**src/include/oc_resp_pkg.sv**
```systemverilog
// constants, types and register map of the input overcurrent fault reaction block
package oc_resp_pkg;
    // register indices (no printed offset for this block)
    localparam logic [3:0] ADDR_CTRL = 4'h0;
    localparam logic [3:0] ADDR_STATUS = 4'h1;
    localparam logic [3:0] ADDR_IRQ = 4'h2;
    localparam logic [3:0] ADDR_MASK = 4'h3;
    localparam logic [3:0] ADDR_COUNT = 4'h4;
    localparam logic [7:0] CTRL_RESET = 8'h00;
    localparam logic [7:0] MASK_RESET = 8'h00;
    // control field positions
    localparam int RESP_LSB = 6;
    localparam int RETRY_LSB = 3;
    localparam int DELAY_LSB = 0;
    localparam logic [2:0] RETRY_ENDLESS = 3'h7;
    // interrupt bits
    localparam int IRQ_SHUT = 0;
    localparam int IRQ_RESTART = 1;
    localparam int IRQ_LATCH = 2;
    localparam int IRQ_W = 3;
    // timing: 40 MHz clock, 1 ms tick
    localparam int CLK_HZ = 40_000_000;
    localparam int TICK_US = 1000;
    localparam int TICK_CYCLES = CLK_HZ / 1_000_000 * TICK_US;
    // delay tables in ms, indexed by delay code
    localparam logic [10:0] DELAY1_MS [8] = '{11'd10, 11'd20, 11'd40, 11'd80,
        11'd160, 11'd320, 11'd640, 11'd1280};
    localparam logic [11:0] DELAY2_MS [8] = '{12'd252, 12'd558, 12'd924, 12'd1260,
        12'd1596, 12'd1932, 12'd2268, 12'd2604};

    typedef enum logic [1:0] {
        RESP_IGNORE = 2'b00,
        RESP_DELAYED = 2'b01,
        RESP_IMMEDIATE = 2'b10,
        RESP_HOLD = 2'b11
    } resp_t;

    typedef struct packed {
        resp_t resp;
        logic [2:0] retries;
        logic [2:0] delay;
    } ctrl_t;

    typedef enum logic [2:0] {
        ST_RUN = 3'b000,
        ST_WAIT1 = 3'b001,
        ST_OFF = 3'b010,
        ST_RESTART = 3'b011,
        ST_HOLD = 3'b100,
        ST_LATCHED = 3'b101
    } state_t;
endpackage

```
**src/rtl/ms_ticker.sv**
```systemverilog
// divider giving a one-cycle pulse every millisecond
`timescale 1ns/10ps
module ms_ticker import oc_resp_pkg::*; #(
    parameter int CYCLES = TICK_CYCLES
) (
    // clock and reset
    input wire logic clk,
    input wire logic reset,
    // tick out
    output logic tick
);
    // a one-cycle period would leave the count stuck at zero
    if (CYCLES < 2) begin : g_bad_cycles
        $error("ms_ticker: CYCLES must be at least 2");
    end

    logic [31:0] cnt_ff;

    // free-running count, pulse on wrap
    always_ff @(posedge clk) begin
        if (reset || cnt_ff == 32'(CYCLES - 1)) begin
            cnt_ff <= 32'h0000_0000;
        end else begin
            cnt_ff <= cnt_ff + 32'h0000_0001;
        end
    end

    assign tick = (cnt_ff == 32'(CYCLES - 1));
endmodule // ms_ticker

```
**src/rtl/oc_fault_response.sv**
```systemverilog
// input overcurrent fault reaction state machine with register port
`timescale 1ns/10ps
module oc_fault_response import oc_resp_pkg::*; #(
    parameter int TICK_CYC = TICK_CYCLES
) (
    // clock and reset
    input wire logic clk,
    input wire logic reset,
    // fault sense and power stage
    input wire logic oc_fault,
    input wire logic bias_lost,
    output logic output_enable,
    // register port
    input wire logic [3:0] reg_addr,
    input wire logic [7:0] reg_wdata,
    input wire logic reg_write,
    input wire logic reg_read,
    output logic [7:0] reg_rdata,
    // interrupt
    output logic irq
);
    // refuse tick lengths the divider cannot produce
    if (TICK_CYC < 2) begin : g_bad_tick
        $error("oc_fault_response: TICK_CYC must be at least 2");
    end
    // the read mux packs the sticky bits into one byte
    if (IRQ_W > 8) begin : g_bad_irq_w
        $error("oc_fault_response: IRQ_W must fit the 8-bit data port");
    end

    logic tick;
    ctrl_t ctrl_ff;
    logic [7:0] mask_ff;
    logic [IRQ_W-1:0] irq_ff;
    logic [7:0] rdata_ff;
    logic [7:0] nxt_rdata;
    state_t state_ff;
    state_t nxt_state;
    logic [11:0] timer_ff;
    logic [11:0] nxt_timer;
    logic [2:0] attempts_ff;
    logic [2:0] nxt_attempts;
    logic [IRQ_W-1:0] ev;
    logic clear_all;
    logic retries_left;

    ms_ticker #(.CYCLES(TICK_CYC)) u_tick (
        .clk(clk),
        .reset(reset),
        .tick(tick)
    );

    // bias loss acts like a reset of the latched state
    assign clear_all = reset || bias_lost;
    assign retries_left = (ctrl_ff.retries == RETRY_ENDLESS)
        || (attempts_ff < ctrl_ff.retries);

    // control register written by software
    always_ff @(posedge clk) begin
        if (reset) begin
            ctrl_ff <= ctrl_t'(CTRL_RESET);
        end else if (reg_write && reg_addr == ADDR_CTRL) begin
            ctrl_ff <= ctrl_t'(reg_wdata);
        end
    end

    // interrupt mask
    always_ff @(posedge clk) begin
        if (reset) begin
            mask_ff <= MASK_RESET;
        end else if (reg_write && reg_addr == ADDR_MASK) begin
            mask_ff <= reg_wdata;
        end
    end

    // reaction sequencer, combinational part
    always_comb begin
        nxt_state = state_ff;
        nxt_timer = timer_ff;
        nxt_attempts = attempts_ff;
        ev = '0;
        if (tick && timer_ff != 12'h000) begin
            nxt_timer = timer_ff - 12'h001;
        end
        unique case (state_ff)
            ST_RUN: begin
                nxt_attempts = 3'h0;
                if (oc_fault) begin
                    unique case (ctrl_ff.resp)
                        RESP_IGNORE: nxt_state = ST_RUN;
                        RESP_DELAYED: begin
                            nxt_state = ST_WAIT1;
                            nxt_timer = 12'(DELAY1_MS[ctrl_ff.delay]);
                        end
                        RESP_IMMEDIATE: begin
                            nxt_state = ST_OFF;
                            nxt_timer = DELAY2_MS[ctrl_ff.delay];
                            ev[IRQ_SHUT] = 1'b1;
                        end
                        RESP_HOLD: begin
                            nxt_state = ST_HOLD;
                            ev[IRQ_SHUT] = 1'b1;
                        end
                    endcase
                end
            end
            ST_WAIT1: begin
                // fault gone before the delay ran out: keep running
                if (!oc_fault) begin
                    nxt_state = ST_RUN;
                end else if (timer_ff == 12'h000) begin
                    nxt_state = ST_OFF;
                    nxt_timer = DELAY2_MS[ctrl_ff.delay];
                    ev[IRQ_SHUT] = 1'b1;
                end
            end
            ST_OFF: begin
                if (timer_ff == 12'h000) begin
                    if (retries_left) begin
                        nxt_state = ST_RESTART;
                        ev[IRQ_RESTART] = 1'b1;
                        if (attempts_ff != RETRY_ENDLESS) begin
                            nxt_attempts = attempts_ff + 3'h1;
                        end
                    end else if (oc_fault) begin
                        nxt_state = ST_LATCHED;
                        ev[IRQ_LATCH] = 1'b1;
                    end else begin
                        nxt_state = ST_RUN;
                    end
                end
            end
            ST_RESTART: begin
                // one cycle with output on to probe the fault
                if (oc_fault) begin
                    nxt_state = ST_OFF;
                    nxt_timer = DELAY2_MS[ctrl_ff.delay];
                    ev[IRQ_SHUT] = 1'b1;
                end else begin
                    nxt_state = ST_RUN;
                end
            end
            ST_HOLD: begin
                if (!oc_fault) begin
                    nxt_state = ST_RUN;
                end
            end
            ST_LATCHED: begin
                nxt_state = ST_LATCHED;
            end
            default: nxt_state = ST_LATCHED;
        endcase
    end

    // sequencer state; only reset or bias loss leaves the latched state
    always_ff @(posedge clk) begin
        if (clear_all) begin
            state_ff <= ST_RUN;
        end else begin
            state_ff <= nxt_state;
        end
    end

    // millisecond down-counter for both delays
    always_ff @(posedge clk) begin
        if (clear_all) begin
            timer_ff <= 12'h000;
        end else begin
            timer_ff <= nxt_timer;
        end
    end

    // restart attempt count, also visible to software
    always_ff @(posedge clk) begin
        if (clear_all) begin
            attempts_ff <= 3'h0;
        end else begin
            attempts_ff <= nxt_attempts;
        end
    end

    // output stays on while running, waiting or probing
    assign output_enable = (state_ff == ST_RUN) || (state_ff == ST_WAIT1)
        || (state_ff == ST_RESTART);

    // sticky events, one flop per bit; set wins so no event is lost to a clear
    for (genvar b = 0; b < IRQ_W; b++) begin : g_sticky
        always_ff @(posedge clk) begin
            if (reset) begin
                irq_ff[b] <= 1'b0;
            end else if (ev[b]) begin
                irq_ff[b] <= 1'b1;
            end else if (reg_write && reg_addr == ADDR_IRQ && reg_wdata[b]) begin
                irq_ff[b] <= 1'b0;
            end
        end
    end

    assign irq = |(irq_ff & mask_ff[IRQ_W-1:0]);

    // read mux; unmapped indices read zero
    always_comb begin
        nxt_rdata = 8'h00;
        if (reg_read) begin
            unique case (reg_addr)
                ADDR_CTRL: nxt_rdata = ctrl_ff;
                ADDR_STATUS: nxt_rdata = {3'h0, oc_fault, output_enable, state_ff};
                ADDR_IRQ: nxt_rdata = {{(8-IRQ_W){1'b0}}, irq_ff};
                ADDR_MASK: nxt_rdata = mask_ff;
                ADDR_COUNT: nxt_rdata = {5'h00, attempts_ff};
                default: nxt_rdata = 8'h00;
            endcase
        end
    end

    // read data stands one cycle after the strobe, zero otherwise
    always_ff @(posedge clk) begin
        if (reset) begin
            rdata_ff <= 8'h00;
        end else begin
            rdata_ff <= nxt_rdata;
        end
    end

    assign reg_rdata = rdata_ff;
endmodule // oc_fault_response

```
**config.mk**
```make
export PLATFORM = sky130hd
export DESIGN_NAME = oc_fault_response
export DESIGN_NICKNAME = d
export VERILOG_FILES = /design/src/include/oc_resp_pkg.sv /design/src/rtl/ms_ticker.sv /design/src/rtl/oc_fault_response.sv
export SDC_FILE = /design/constraint.sdc
export NUM_CORES = 1
export LEC_CHECK = 0
export BUFFER_PORTS_ARGS = -buffer_cell sky130_fd_sc_hd__buf_2
export CAP_MARGIN = 40
export CORE_UTILIZATION = 55
export DETAILED_ROUTE_END_ITERATION = 7
export PLACE_DENSITY_LB_ADDON = 0.08
export SYNTH_ARGS = -nofsm -noshare
export SYNTH_HDL_FRONTEND = slang
export SYNTH_SLANG_ARGS = --single-unit
```
**constraint.sdc**
```tcl
create_clock -name clk -period 2.34 [get_ports clk]
set_clock_uncertainty 0.15 [all_clocks]
set_input_delay 0.702 -clock clk [delete_from_list [all_inputs] [get_ports clk]]
set_output_delay 0.702 -clock clk [all_outputs]
set_load 0.01 [all_outputs]
```
==> metrics.txt <==
worst path bufs/invs 1; most frequent CP cell and4_2; synth warn 0; vias in the first global route 4,170; initial core utilization 57.6%; nets ~650; DRT antenna net count 0; Max Cap Viol 0; Overall Global Routing Usage a little under 30%; # setup viols final 0; Avg Inst Size Synth 7.99 um^2; Synth area leader dfxtp_1; Post-DP HPWL 8.49 mm; register area share after synthesis 34.1%; die area 8590 um^2; Fmax 0.449 GHz; Antenna diodes 0; Pwr Total 0.00256 W; predominant post-synthesis flop cell dfxtp_1; largest net degree at the start of global routing 32; largest cells by area after synthesis dfxtp_1 (34%), nor2_1 (6.6%), a21oi_1 (4.8%); M2 GR Usage around 46%; Via density 5.98; Cell Pwr Density 493 nW/um^2; Cells after Synth approximately 570; htree depth 3; number of max-slew violations in the final report 0; status finished, final reports clean; slew margin rel. 57.1%; Yosys top cell area share 34.1%; Post-synth ARST share 0%; setup ws final 0.114 ns; worst-path cell chain nor4_1 -> and4_2 -> buf_4 -> and4_2 -> nand2_1 -> xor2_1 -> a221oi_1; post-route cell area between 5000 and 6000 um^2; post-layout util between 60% and 70%; chip width 92.7 um; CP Launch Type flop; Fin. Hold Viols 0; Yosys reg bits just under 80; pre-CTS setup slack ~0.011 ns; ratio of cells with drive above 1 in the final layout ~17%; Fillers 687; Arr. time, crit path 2.32 ns; Post-Syn Area 4520 um^2; Port Buffers 27; Max Fanout on Critical Path 7; routed len/inst about 16 um; Crit. End Element flop; Routed WL 11.8 mm; area delta synth->final 14.8%; Core Box Area 7850 um^2; die height 92.7 um; Final Non-Filler Cells between 700 and 800; drt first pass iters 5; Top Ports 28; grt met3 use 5.83%; Congestion Overflow GR 0; Peak VDD IR 0.352 mV; Final Cycle Share 95.1%; CTS clk-pin slew, worst paths 0.09 ns; leak pwr 2.05 nW; CP top delay family simple AND/OR/NAND/NOR gates; Worst Max-Slew Pin Slew 0.643 ns; Critical Path RT 2.44 ns; dpl cell area between 4000 and 5000 um^2; Critical Path Max Stage Delay 0.34 ns; CTS Buffer Depth 2; crit path time final between 2 and 2.5 ns; met1 usage between 30% and 40%; Placed Cells 701; CP Class reg -> reg; initial antenna violation count 0; Yosys cell types 71; first-pass GRT wire length 19.7 mm; initial DRC count 278; clk_lat worst skew 0.35 ns; Syn Nets between 500 and 600; clock sinks between 70 and 80; CTS Hold Buffers Added 0; CTS root buf clkbuf_8; vias 4,300; EDFF count, synth 0; global route hottest layer met2; CTS tree done; worst min-delay path class reg -> reg; # DRC 0; number of cell rows 32; slowest stage cell, crit path dfxtp_1; RePlAce Congestion ~0.9; TritonCTS Buffers 9
cell families after synthesis:
| family | share of synthesized area (%) |
|---|---|
| fa+ha+maj | 4.15 |
| simple gates | 28.2 |
| mux | 3.60 |
| flops | 34.1 |
| xor+xnor | 6.58 |
| compound gates | 18.9 |
| buf+inv | 4.56 |
through the flow:
stage / hold slack [ns] / TNS, ns
after floorplan: 0.276 / 0
after global placement: 0.290 / 0
after detailed placement: 0.299 / 0
after CTS: 0.310 / 0
after global routing: 0.333 / -0.0146
final: 0.309 / 0
cells in the mapped netlist (all sizes together), types with 4 or more instances:
master   n
nor2    80
dfxtp   77
nand2   55
a21oi   43
nand3   25
inv     22
clkbuf  21
xor2    18
o21ai   17
xnor2   16
ha      15
and3    14
mux2i   14
and4    12
nor3    12
a22oi   10
nor2b    9
buf      8
nand4    8
a211oi   7
nand2b   6
nor4     6
or3      6
a221oi   4
o211ai   4
o22a     4
routing by layer:
layer | vias to the layer above | part of all wire [%] | routed length (um)
li1 | 2113 | - | -
met1 | 2028 | 46 | 5440
met2 | 139 | 46 | 5390
met3 | 20 | 5.8 | 685
met4 | 0 | 2.2 | 259
met5 | - | 0 | 0
cells in the final DEF (no fill, tap or decap), drive strengths merged, types with 3 or more instances in the layout:
master / n
dfxtp: 77
a32oi: 3
ha: 15
a221oi: 4
inv: 26
nor4: 6
nand4: 8
clkbuf: 9
buf: 64
nand3: 25
nor3: 12
a31o: 3
nor2b: 9
nand2: 55
o211ai: 4
mux2i: 14
and3: 14
or2: 3
or3: 6
a22oi: 10
nand2b: 6
o21ai: 17
a41oi: 3
a211oi: 7
o22a: 4
nor3b: 3
and2: 3
xor2: 18
a21oi: 43
xnor2: 16
and4: 12
nor2: 80
a221o: 3
power breakdown:
part	total (W)	leakage, nW	switching (W)	internal (W)
combinational	0.000155	1.32	0.0000976	0.0000576
clock	0.00108	0.103	0.000567	0.000511
sequential	0.00133	0.622	0.00000917	0.00132
total	0.00256	2.05	0.000674	0.00189
sequential cells by signal, summed over array words and instances (netlist names):
signal	flops
irq_ff	3
mask_ff	8
u_tick.cnt_ff	32
attempts_ff	3
timer_ff	12
reg_rdata	8
ctrl_ff	8
state_ff	3
final timing paths:
path | cells after the start | slack [ns] | to | from
max | 7 | 0.11 | timer_ff[2] | u_tick.cnt_ff[13]
min | 2 | 0.31 | mask_ff[3] | mask_ff[3]
max reg2reg | 7 | 0.11 | timer_ff[2] | u_tick.cnt_ff[13]
min reg2reg | 2 | 0.31 | mask_ff[3] | mask_ff[3]
what timing repair did:
action                     CTS  global route
buffers inserted             0             2
pin swaps                    0             1
setup endpoints to repair    1            40
gates resized for setup      1            14
worst reg2reg max path, stage by stage (launching register included):
cell and delay [ns]:
dfxtp_1 0.34, nor4_1 0.31, and4_2 0.32, buf_4 0.17, and4_2 0.29, nand2_1 0.08, xor2_1 0.15, a221oi_1 0.30
final cells by class:
type                       instances  area [um^2]  area share [%]
clock buffer                       9          124            2.39
multi-input combinational        438         2820            54.3
inverter                          22         82.6            1.59
timing repair buffer              64          413            7.95
sequential                        77         1540            29.7
clock inverter                     7         80.1            1.54
tap                              102          128            2.46
Note: power is estimated with default switching activity, not from simulation.
